`src/logic/rtctd_pkg.sv`:
```
// Purpose: constants for the clock time and interrupt disable block
// Assumes: apb with 32-bit data, word-aligned registers
// Notes: offsets are local choices
package rtctd_pkg;
  localparam logic [7:0] rtctd_off_time = 8'h00;
  localparam logic [7:0] rtctd_off_ier = 8'h04;
  localparam logic [7:0] rtctd_off_idr = 8'h08;
  localparam logic [7:0] rtctd_off_imr = 8'h0c;
  localparam logic [7:0] rtctd_off_mode = 8'h10;
  localparam logic [7:0] rtctd_off_sr = 8'h14;
  localparam logic [7:0] rtctd_off_sie = 8'h18;
  localparam int rtctd_ss_lsb = 0;
  localparam int rtctd_mm_lsb = 8;
  localparam int rtctd_hh_lsb = 16;
  localparam int rtctd_mer_bit = 22;
  localparam int rtctd_nsrc = 5;
  localparam int rtctd_src_ack = 0;
  localparam int rtctd_src_alarm = 1;
  localparam int rtctd_src_tick = 2;
  localparam int rtctd_src_time = 3;
  localparam int rtctd_src_date = 4;
  localparam logic [6:0] rtctd_ss_max = 7'h59;
  localparam logic [6:0] rtctd_mm_max = 7'h59;
  localparam logic [5:0] rtctd_hh12_min = 6'h01;
  localparam logic [5:0] rtctd_hh12_max = 6'h12;
  localparam logic [5:0] rtctd_hh24_max = 6'h23;
  localparam logic [6:0] rtctd_ss_rst = 7'h00;
  localparam logic [6:0] rtctd_mm_rst = 7'h00;
  localparam logic [5:0] rtctd_hh_rst = 6'h00;
  localparam logic [4:0] rtctd_mask_rst = 5'h00;
endpackage

```
`src/logic/rtctd_bcd_check.sv`:
```
// Purpose: check that a bcd value holds valid digits within a range
// Assumes: width 7 or less, tens in upper bits
// Notes: pure combinational
module rtctd_bcd_check #(
  parameter int W = 7
) (
  input wire logic [W-1:0] value,
  input wire logic [W-1:0] lo,
  input wire logic [W-1:0] hi,
  output logic ok
);
  // units above 9 would slip past a plain compare
  assign ok = (value[3:0] <= 4'h9) && (value >= lo) && (value <= hi);
endmodule

```
`src/logic/rtctd_top.sv`:
```
// Purpose: time-of-day register and interrupt disable logic of a real-time clock
// Assumes: apb slave on pclk, zero wait states
// Notes: event inputs come from the counting chain on the same clock
// Operation
// - seconds and minutes held in bcd, writes accepted only within 0-59
// - units digit in low four bits, tens digit above, for ss and mm
// - hours in bcd, writes accepted only within 1-12 in 12-hour mode, 0-23 in 24-hour mode
// - meridiem flag at bit 22 in 12-hour mode, 0 morning, 1 afternoon
// - undefined bits of the time register read as zero
// - disable bit 0 masks update acknowledge; writing 0 does nothing
// - disable bit 1 masks the alarm source
// - disable bit 2 masks the once-per-second tick
// - disable bit 3 masks the time event source
// - disable bit 4 masks the calendar event source
module rtctd_top (
  input wire logic pclk,
  input wire logic presetn,
  input wire logic psel,
  input wire logic penable,
  input wire logic pwrite,
  input wire logic [7:0] paddr,
  input wire logic [31:0] pwdata,
  output logic [31:0] prdata,
  output logic pready,
  output logic pslverr,
  input wire logic [4:0] event_in,
  input wire logic tick_en,
  output logic mode_12h,
  output logic [4:0] irq_enabled,
  output logic irq
);
  logic [6:0] ss_q;
  logic [6:0] mm_q;
  logic [5:0] hh_q;
  logic mer_q;
  logic mode_q;
  logic [4:0] imr_q;
  logic [4:0] sr_q;
  logic [4:0] sie_q;
  logic wr;
  logic rd;
  logic ss_ok;
  logic mm_ok;
  logic hh_ok;
  logic [6:0] w_ss;
  logic [6:0] w_mm;
  logic [5:0] w_hh;
  logic [5:0] hh_lo;
  logic [5:0] hh_hi;
  logic time_wr_ok;
  logic mapped;
  logic [31:0] rdata_d;

  assign wr = psel && penable && pwrite;
  assign rd = psel && penable && !pwrite;
  assign pready = 1'b1;

  always_comb begin
    case (paddr)
      rtctd_pkg::rtctd_off_time, rtctd_pkg::rtctd_off_ier, rtctd_pkg::rtctd_off_idr,
      rtctd_pkg::rtctd_off_imr, rtctd_pkg::rtctd_off_mode, rtctd_pkg::rtctd_off_sr,
      rtctd_pkg::rtctd_off_sie: mapped = 1'b1;
      default: mapped = 1'b0;
    endcase
  end
  // out-of-range time writes are refused with an error, not clipped
  assign pslverr = psel && penable && (!mapped ||
    (pwrite && paddr == rtctd_pkg::rtctd_off_time && !time_wr_ok));

  // field extraction
  assign w_ss = pwdata[rtctd_pkg::rtctd_ss_lsb +: 7];
  assign w_mm = pwdata[rtctd_pkg::rtctd_mm_lsb +: 7];
  assign w_hh = pwdata[rtctd_pkg::rtctd_hh_lsb +: 6];
  assign hh_lo = mode_q ? rtctd_pkg::rtctd_hh12_min : 6'h00;
  assign hh_hi = mode_q ? rtctd_pkg::rtctd_hh12_max : rtctd_pkg::rtctd_hh24_max;

  rtctd_bcd_check #(.W(7)) u_ss_chk (
    .value(w_ss),
    .lo(7'h00),
    .hi(rtctd_pkg::rtctd_ss_max),
    .ok(ss_ok)
  );
  rtctd_bcd_check #(.W(7)) u_mm_chk (
    .value(w_mm),
    .lo(7'h00),
    .hi(rtctd_pkg::rtctd_mm_max),
    .ok(mm_ok)
  );
  rtctd_bcd_check #(.W(6)) u_hh_chk (
    .value(w_hh),
    .lo(hh_lo),
    .hi(hh_hi),
    .ok(hh_ok)
  );
  assign time_wr_ok = ss_ok && mm_ok && hh_ok;

  // time-of-day; the one-second tick advances it in bcd
  always_ff @(posedge pclk or negedge presetn) begin
    if (!presetn) begin
      ss_q <= rtctd_pkg::rtctd_ss_rst;
      mm_q <= rtctd_pkg::rtctd_mm_rst;
      hh_q <= rtctd_pkg::rtctd_hh_rst;
      mer_q <= 1'b0;
    end else if (wr && paddr == rtctd_pkg::rtctd_off_time && time_wr_ok) begin
      ss_q <= w_ss;
      mm_q <= w_mm;
      hh_q <= w_hh;
      mer_q <= mode_q ? pwdata[rtctd_pkg::rtctd_mer_bit] : 1'b0;
    end else if (tick_en) begin
      if (ss_q != rtctd_pkg::rtctd_ss_max) begin
        ss_q <= (ss_q[3:0] == 4'h9) ? {ss_q[6:4] + 3'h1, 4'h0} : ss_q + 7'h01;
      end else begin
        ss_q <= 7'h00;
        if (mm_q != rtctd_pkg::rtctd_mm_max) begin
          mm_q <= (mm_q[3:0] == 4'h9) ? {mm_q[6:4] + 3'h1, 4'h0} : mm_q + 7'h01;
        end else begin
          mm_q <= 7'h00;
          if (mode_q) begin
            // 12-hour wrap: 11 -> 12 flips meridiem, 12 -> 01
            if (hh_q == rtctd_pkg::rtctd_hh12_max) begin
              hh_q <= rtctd_pkg::rtctd_hh12_min;
            end else begin
              hh_q <= (hh_q[3:0] == 4'h9) ? {hh_q[5:4] + 2'h1, 4'h0} : hh_q + 6'h01;
              if (hh_q == 6'h11) begin
                mer_q <= ~mer_q;
              end
            end
          end else if (hh_q == rtctd_pkg::rtctd_hh24_max) begin
            hh_q <= 6'h00;
          end else begin
            hh_q <= (hh_q[3:0] == 4'h9) ? {hh_q[5:4] + 2'h1, 4'h0} : hh_q + 6'h01;
          end
        end
      end
    end
  end

  // hour mode; changing it does not convert the stored hour
  always_ff @(posedge pclk or negedge presetn) begin
    if (!presetn) begin
      mode_q <= 1'b0;
    end else if (wr && paddr == rtctd_pkg::rtctd_off_mode) begin
      mode_q <= pwdata[0];
    end
  end

  // interrupt mask: enable sets, disable clears, zeros do nothing
  always_ff @(posedge pclk or negedge presetn) begin
    if (!presetn) begin
      imr_q <= rtctd_pkg::rtctd_mask_rst;
    end else if (wr && paddr == rtctd_pkg::rtctd_off_ier) begin
      imr_q <= imr_q | pwdata[rtctd_pkg::rtctd_nsrc-1:0];
    end else if (wr && paddr == rtctd_pkg::rtctd_off_idr) begin
      imr_q[rtctd_pkg::rtctd_src_ack] <= imr_q[rtctd_pkg::rtctd_src_ack] &
        ~pwdata[rtctd_pkg::rtctd_src_ack];
      imr_q[rtctd_pkg::rtctd_src_alarm] <= imr_q[rtctd_pkg::rtctd_src_alarm] &
        ~pwdata[rtctd_pkg::rtctd_src_alarm];
      imr_q[rtctd_pkg::rtctd_src_tick] <= imr_q[rtctd_pkg::rtctd_src_tick] &
        ~pwdata[rtctd_pkg::rtctd_src_tick];
      imr_q[rtctd_pkg::rtctd_src_time] <= imr_q[rtctd_pkg::rtctd_src_time] &
        ~pwdata[rtctd_pkg::rtctd_src_time];
      imr_q[rtctd_pkg::rtctd_src_date] <= imr_q[rtctd_pkg::rtctd_src_date] &
        ~pwdata[rtctd_pkg::rtctd_src_date];
    end
  end

  // sticky events, cleared by reading; a new event in the read cycle survives
  always_ff @(posedge pclk or negedge presetn) begin
    if (!presetn) begin
      sr_q <= 5'h00;
    end else if (rd && paddr == rtctd_pkg::rtctd_off_sr) begin
      sr_q <= event_in;
    end else begin
      sr_q <= sr_q | event_in;
    end
  end

  // status interrupt mask, same layout as the status register
  always_ff @(posedge pclk or negedge presetn) begin
    if (!presetn) begin
      sie_q <= rtctd_pkg::rtctd_mask_rst;
    end else if (wr && paddr == rtctd_pkg::rtctd_off_sie) begin
      sie_q <= pwdata[rtctd_pkg::rtctd_nsrc-1:0];
    end
  end

  // a source raises irq only if enabled in both masks
  assign irq = |(sr_q & sie_q & imr_q);
  assign mode_12h = mode_q;
  assign irq_enabled = imr_q;

  always_comb begin
    rdata_d = 32'h0000_0000;
    case (paddr)
      rtctd_pkg::rtctd_off_time: begin
        rdata_d[rtctd_pkg::rtctd_ss_lsb +: 7] = ss_q;
        rdata_d[rtctd_pkg::rtctd_mm_lsb +: 7] = mm_q;
        rdata_d[rtctd_pkg::rtctd_hh_lsb +: 6] = hh_q;
        rdata_d[rtctd_pkg::rtctd_mer_bit] = mer_q;
      end
      rtctd_pkg::rtctd_off_idr: rdata_d = 32'h0000_0000;
      rtctd_pkg::rtctd_off_imr: rdata_d[rtctd_pkg::rtctd_nsrc-1:0] = imr_q;
      rtctd_pkg::rtctd_off_mode: rdata_d[0] = mode_q;
      rtctd_pkg::rtctd_off_sr: rdata_d[rtctd_pkg::rtctd_nsrc-1:0] = sr_q;
      rtctd_pkg::rtctd_off_sie: rdata_d[rtctd_pkg::rtctd_nsrc-1:0] = sie_q;
      default: rdata_d = 32'h0000_0000;
    endcase
  end

  // read data registered in the setup cycle, valid in the access cycle
  always_ff @(posedge pclk or negedge presetn) begin
    if (!presetn) begin
      prdata <= 32'h0000_0000;
    end else if (psel && !penable && !pwrite) begin
      prdata <= rdata_d;
    end
  end
endmodule

```
`config.mk`:
```
export PLATFORM = sky130hd
export DESIGN_NAME = rtctd_top
export DESIGN_NICKNAME = d
export VERILOG_FILES = /design/src/logic/rtctd_pkg.sv /design/src/logic/rtctd_bcd_check.sv /design/src/logic/rtctd_top.sv
export SDC_FILE = /design/constraint.sdc
export NUM_CORES = 1
export LEC_CHECK = 0
export ABC_AREA = 1
export BUFFER_PORTS_ARGS = -buffer_cell sky130_fd_sc_hd__buf_4
export CAP_MARGIN = 20
export CELL_PAD_IN_SITES_DETAIL_PLACEMENT = 1
export CELL_PAD_IN_SITES_GLOBAL_PLACEMENT = 1
export CORE_MARGIN = 10
export CORE_UTILIZATION = 38
export DETAILED_ROUTE_END_ITERATION = 7
export PLACE_DENSITY_LB_ADDON = 0.1
export SYNTH_ARGS = -nofsm -noshare
export SYNTH_HDL_FRONTEND = slang
export SYNTH_SLANG_ARGS = --single-unit
```
`constraint.sdc`:
```
create_clock -name pclk -period 2.26 [get_ports pclk]
set_input_delay 0.226 -clock pclk [delete_from_list [all_inputs] [get_ports pclk]]
set_output_delay 0.226 -clock pclk [all_outputs]
set_load 0.02 [all_outputs]
```
Yosys cells after proc, flatten, opt, wreduce, memory -nomap -nowiden
Cells that the tools add are included.
{"block": "totals", "ff_bits": 58, "latchBits": 0, "ram_bits": 0, "romBits": 0, "input_bits": 51, "out_inout_bits": 41, "wordCells": 130, "n_memories": 0}
{"block": "op_classes", "addsub": 6, "multipliers": 0, "div": 0, "order_cmp": 9, "eq_ne": 17, "n_shift": 0, "muxes": 36, "bitwise_logic": 15, "reduce_logical": 38}
{"operator": "$mux W7", "n": 11}
{"operator": "$mux W6", "n": 9}
{"operator": "$eq A8 B5 Y1 const B", "n": 3}
{"operator": "$logic_and A1 B1 Y1", "n": 23}
{"operator": "$eq A8 B4 Y1 const B", "n": 2}
{"operator": "$pmux W4 S4", "n": 1}
{"operator": "$mux W5", "n": 3}
{"operator": "$add A7 B1 Y7 const B", "n": 2}
{"operator": "$ge A7 B1 Y1 const B", "n": 2}
{"operator": "$le A7 B7 Y1 const B", "n": 2}
{"operator": "$ne A7 B7 Y1 const B", "n": 2}
{"operator": "$eq A4 B4 Y1 const B", "n": 3}
{"operator": "$eq A6 B5 Y1 const B", "n": 2}
{"operator": "$le A4 B4 Y1 const B", "n": 3}
{"operator": "$and A5 B5 Y5", "n": 2}
{"operator": "$mux W1", "n": 10}
{"operator": "$or A5 B5 Y5", "n": 2}
{"operator": "$eq A8 B3 Y1 const B", "n": 1}
{"operator": "$logic_not A8 Y1", "n": 1}
{"operator": "$reduce_bool A2 Y1", "n": 4}
{"operator": "$reduce_or A7 Y1", "n": 1}
{"operator": "$add A3 B1 Y3 const B", "n": 2}
{"operator": "$add A6 B1 Y6 const B", "n": 1}
{"operator": "$eq A6 B6 Y1 const B", "n": 1}
{"operator": "14 further kinds", "n": 28}

Depth between registers and ports, before layout
{"block": "depth", "ltp_word": 9, "ltp_mapped": 14, "ltp_nobuf": 13}

Cells and area by module
A second synthesis with hierarchy kept.
{"block": "unflattened", "hier_cells": 666, "area_unflattened_um2": 4649.5}
{"mod": "rtctd_top", "n_inst": 1, "cells_per_inst": 464, "area_per_inst_um2": 3490.8, "seq_area_each_um2": 1451.4}
{"mod": "rtctd_bcd_check at u_mm_chk ...", "n_inst": 2, "cells_per_inst": 69, "area_per_inst_um2": 402.9, "seq_area_each_um2": 0.0}
{"mod": "rtctd_bcd_check at u_hh_chk", "n_inst": 1, "cells_per_inst": 64, "area_per_inst_um2": 352.8, "seq_area_each_um2": 0.0}

Least setup slack after synthesis
Ideal clock, no wire load.
{"block": "synth_path", "path_kind": "reg2reg", "from": "register mode_q (netlist: mode_12h)", "to": "register hh_q[3]", "setup_time_ns": 0.117, "t_arrival_ns": 1.903, "path_slack_ns": 0.241, "stages_incl_launch_ff": 15, "n_path_buf": 2, "synth_period_minus_slack_ns": 2.019, "path_cell_list": "dfrtp_1 inv_1 ha_1 nand2_1 nor2_1 nand2_1 nand2_1 nor2_1 nand3_2 buf_6 buf_6 nand3_1 nand2_1 nand2_1 nand2_1"}
{"block": "synth_between", "elab_chain_len": 8, "word_cells_on_any_way": 17, "classes_between": "order compare: 2; eq/ne: 2; mux: 7; reduce/logical: 6"}
{"item": "from (decl)", "line_no": "rtctd_top.sv:36", "rtl": "logic mode_q;"}
{"item": "from (signal assigned)", "line_no": "rtctd_top.sv:143", "rtl": "mode_q <= pwdata[0];"}
{"item": "$mux W1", "line_no": "rtctd_top.sv:74", "rtl": "assign hh_lo = mode_q ? rtctd_pkg::rtctd_hh12_min : 6'h00;"}
{"item": "$ge A6 B1 Y1", "line_no": "rtctd_bcd_check.sv:13", "rtl": "assign ok = (value[3:0] <= 4'h9) && (value >= lo) && (value <= hi);"}
{"item": "$logic_and A1 B1 Y1 (2 in a row)", "line_no": "rtctd_bcd_check.sv:13"}
{"item": "$logic_and A1 B1 Y1", "line_no": "rtctd_top.sv:95", "rtl": "assign time_wr_ok = ss_ok && mm_ok && hh_ok;"}
{"item": "$logic_and A1 B1 Y1", "line_no": "rtctd_top.sv:104", "rtl": "end else if (wr && paddr == rtctd_pkg::rtctd_off_time && time_wr_ok) begin"}
{"item": "$ne A2 B2 Y1 (no source line) or $reduce_bool A2 Y1 (tied branches)"}
{"item": "$reduce_and A3 Y1 (no source line)"}
{"item": "to (signal assigned)", "line_no": "rtctd_top.sv:102", "rtl": "hh_q <= rtctd_pkg::rtctd_hh_rst;"}
{"item": "to (signal assigned)", "line_no": "rtctd_top.sv:107", "rtl": "hh_q <= w_hh;"}
{"item": "to (signal assigned)", "line_no": "rtctd_top.sv:121", "rtl": "hh_q <= rtctd_pkg::rtctd_hh12_min;"}
{"item": "to (decl)", "line_no": "rtctd_top.sv:34", "rtl": "logic [5:0] hh_q;"}
Several ways; a longest one is shown, not always the timed one. The select of a mux whose other input is x is not followed.
A chain may end at the register's enable or synchronous reset.

Final worst setup path
{"block": "layout_path", "from": "register mode_q (netlist: mode_12h)", "to": "output port pslverr"}
{"block": "layout_between", "elab_chain_len": 9, "word_cells_on_any_way": 11, "classes_between": "order compare: 2; mux: 2; reduce/logical: 7"}
{"item": "$mux W1", "line_no": "rtctd_top.sv:74"}
{"item": "$ge A6 B1 Y1", "line_no": "rtctd_bcd_check.sv:13"}
{"item": "$logic_and A1 B1 Y1", "line_no": "rtctd_bcd_check.sv:13"}
{"item": "$logic_and A1 B1 Y1 (*)", "line_no": "rtctd_bcd_check.sv:13"}
{"item": "$logic_and A1 B1 Y1 (*)", "line_no": "rtctd_top.sv:95"}
{"item": "$logic_not A1 Y1 (*)", "line_no": "rtctd_top.sv:68", "rtl": "(pwrite && paddr == rtctd_pkg::rtctd_off_time && !time_wr_ok));"}
{"item": "$logic_and A1 B1 Y1 (*)", "line_no": "rtctd_top.sv:68"}
{"item": "$logic_or A1 B1 Y1 (*)", "line_no": "rtctd_top.sv:67", "rtl": "assign pslverr = psel && penable && (!mapped ||"}
{"item": "$logic_and A1 B1 Y1 (*)", "line_no": "rtctd_top.sv:67"}
{"item": "to (decl)", "line_no": "rtctd_top.sv:25", "rtl": "output logic pslverr,"}
Every way passes the cells marked *; elsewhere a longest branch is shown, timed or not.

==> impl_results.md <==
- Status: complete, no violations
- Most common cell after layout, fill and taps aside: nand2_1
- Max-cap violation count: 0
- Worst hold path type: in2reg
- Slowest stage delay, CP: 0.43 ns
- Req. time, crit path: 2.03 ns
- Top Metal Used: met4
- Num rows: 35
- Hold WS: 0.0812 ns
- Cts bufs inserted: 9
- Post-route setup slack: 0.0689 ns
- Crit-path max FO: 6
- Post-Route WL: 11,500 µm
- Critical path arrival: 1.97 ns
- Sinks on Clock Net: 58
- CTS tree: built
- Chip Width: 117 µm
- Total number of vias: 3,517
- Vias per cell: 5.13
- CTS root buf: clkbuf_8
- Synth warnings: 0
- Vias in the first global route: 3,716
- Sequential share of the synthesized area: 40.5%
- CP max stage cell: dfrtp_2
- Max Buffers Root-to-Sink: 2
- Worst IR Drop VDD: 0.350 mV
- Drt drc: 0
- Metal3 WL: 533 µm
- Initial DRC count: 226
- Synth cell types: 35
- Crit path top cell by count: nand2_1
- DR pass1 iterations: 4
- Initial core utilization: 39.0%
- Port-buffer cells: 68
- Remaining antenna violation count: 0
- Leakage: 2.27 nW
- Tmin final: 2.19 ns
- Avg WL per Cell: 16.8 µm
- Most frequent cells in the layout: nand2_1 (168), buf_4 (73), dfrtp_1 (57)
- Area Growth Syn to Fin: 23.8%
- Crit path launch type: flop
- Worst-path clk slew: 0.07 ns
- Detailed placement HPWL: 8820 µm
- Mapped Cells: 493
- Core ar.: 9200 µm²
- Layout cells sized above 1: 20.0%
- Ports: 92
- Pwr/cell area: 615 nW/µm²
- Fmax: 456 MHz
- GRT Util Overall: 17.3%
- Dominant cells by area after synthesis: dfrtp_1 (40%), nand2_1 (18%), inv_1 (5.0%), nand3_1 (4.7%), o31ai_1 (4.0%)
- Grt ovf: 0
- GPL Wtd Cong: 0.865
- Metal-1 WL: 5220 µm
- Area fraction of the dominant cell type after synthesis: 40.5%
- Seq cells post-synth: 58
- Clk_lat worst skew: 0.34 ns
- # nets final: 631
- Met2 WL: 5680 µm
- Slew @ Worst Pin: 0.766 ns
- DP Worst Slack: 0.124 ns
- Worst rel slew slack: 48.9%
- Tcrit/Tclk final: 97.0%
- RSZ-0062 raised after global routing: true
- Area leader, netlist: dfrtp_1
- CP cell instances: buf_6 > ha_4 > nand2_1 > inv_1 > nand2_1 > nand2_1 > nand2_2 > nand2_1 > nand3_2 > a21oi_2 > buf_6
- Max-slew violations: 0
- Syn Area/Cell: 7.27 µm²
- N_diodes: 0
- Final setup vio count: 0
- Crit end category: output pin
- Htree depth: 3
- Die height: 117 µm
- Clock skew: 0.00743 ns
- Initial antenna violation count: 0
- Syn Std Cell Area: 3580 µm²
- Critical path class: reg2out
- Fin. Hold Viols: 0
- First-pass GRT wire length: 18,600 µm
- Pin count of the biggest net entering global routing: 59
- Die area: 13,700 µm²
==> flip-flops by register name, summed over array words and instances (netlist names), named ones only <==
signal,flops
mode_12h,1
mer_q,1
mm_q,7
ss_q,7
hh_q,6
sie_q,5
prdata,21
sr_q,5
==> synth_stat cells (all sizes together) <==
master	number
conb	2
nor2	39
a211oi	1
nand4	11
o21ai	35
dfrtp	58
o21bai	5
o22ai	1
o311ai	1
inv	55
buf	16
or2	1
a31oi	2
clkbuf	4
xor2	2
o21a	1
a2bb2oi	1
nand3	35
o31ai	21
ha	10
nand2	169
xnor2	1
nor3	7
o211ai	1
a21oi	14
==> stage by stage <==
step | utilization (%) | TNS [ns] | total power, W | cell area, µm² | instances
6_report | 48.3 | 0 | 0.00273 | 4440 | 686
4_1_cts | 47.9 | 0 | 0.00276 | 4400 | 685
3_5_place_dp | 45.3 | 0 | 0.00166 | 4170 | 668
5_1_grt | 48.3 | -0.0405 | 0.00289 | 4440 | 686
3_3_place_gp | 45.3 | 0 | 0.00164 | 4170 | 668
2_1_floorplan | - | 0 | 0.00148 | 3620 | 503
==> power by group <==
group	total (W)	switching, W	internal [W]
logic	0.000450	0.000276	0.000174
clock network	0.00108	0.000466	0.000618
registers	0.00120	0.0000921	0.00110
total	0.00273	0.000834	0.00190
==> layout make-up <==
class                      instances  area, µm²
fill                            1208       4760
multi-input combinational        370       1840
sequential                        58       1450
timing repair buffer              76        581
inverter                          55        208
tap                              111        139
clock buffer                       9        124
clock inverter                     7       93.8
==> timing repair <==
item	in CTS	in global routing
buffers inserted	0	1
endpoints found under the setup margin	1	14
hold buffers	1	0
gates cloned	0	0
pin swaps	1	1
hold endpoints to repair	56	0
gates resized for setup	2	6
==> kinds of logic (layout without fill, tap and decap cells) <==
family	Yosys count	after routing	share of synthesized area, %
and+or+nand+nor	262	262	30.7
buffers and inverters	75	147	9.84
other	2	12	0.210
DFF	58	58	40.5
AOI/OAI and AO/OA	83	83	14.6
adders and majority gates	10	10	3.49
xor gates and xnor gates	3	3	0.733
==> worst max-delay path: cells and delay by family, from the launching register on <==
family | cells | cell delay (ns)
AO/OA/AOI/OAI | 1 | 0.16
adder cells (fa/ha/maj) | 1 | 0.26
buffers and inverters | 3 | 0.36
flip-flops | 1 | 0.43
AND/OR/NAND/NOR | 6 | 0.42
==> path summary, 6_finish.rpt <==
| path | startpoint | end | slack [ns] | depth (start not counted) |
|---|---|---|---|---|
| worst max register to register | mode_12h$_DFFE_PN0P_ | ss_q[4]$_DFFE_PN0P_ | 0.15 | 13 |
| max in group asynchronous | presetn | mode_12h$_DFFE_PN0P_ | 1.21 | 2 |
| worst min-delay path | event_in[1] | sr_q[1]$_DFF_PN0_ | 0.08 | 2 |
| min in group asynchronous | presetn | sr_q[3]$_DFF_PN0_ | 0.51 | 2 |
| worst max-delay path | mode_12h$_DFFE_PN0P_ | pslverr | 0.07 | 11 |
| worst min register to register | prdata[10]$_DFFE_PN0P_ | prdata[10]$_DFFE_PN0P_ | 0.48 | 2 |
==> per-layer routing <==
layer,global-route usage [%],vias up
met4,5.27,0
met2,29.8,64
met1,21.0,1706
li1,-,1741
met5,0,-
met3,3.72,6
(Power assumes the default switching activity.)
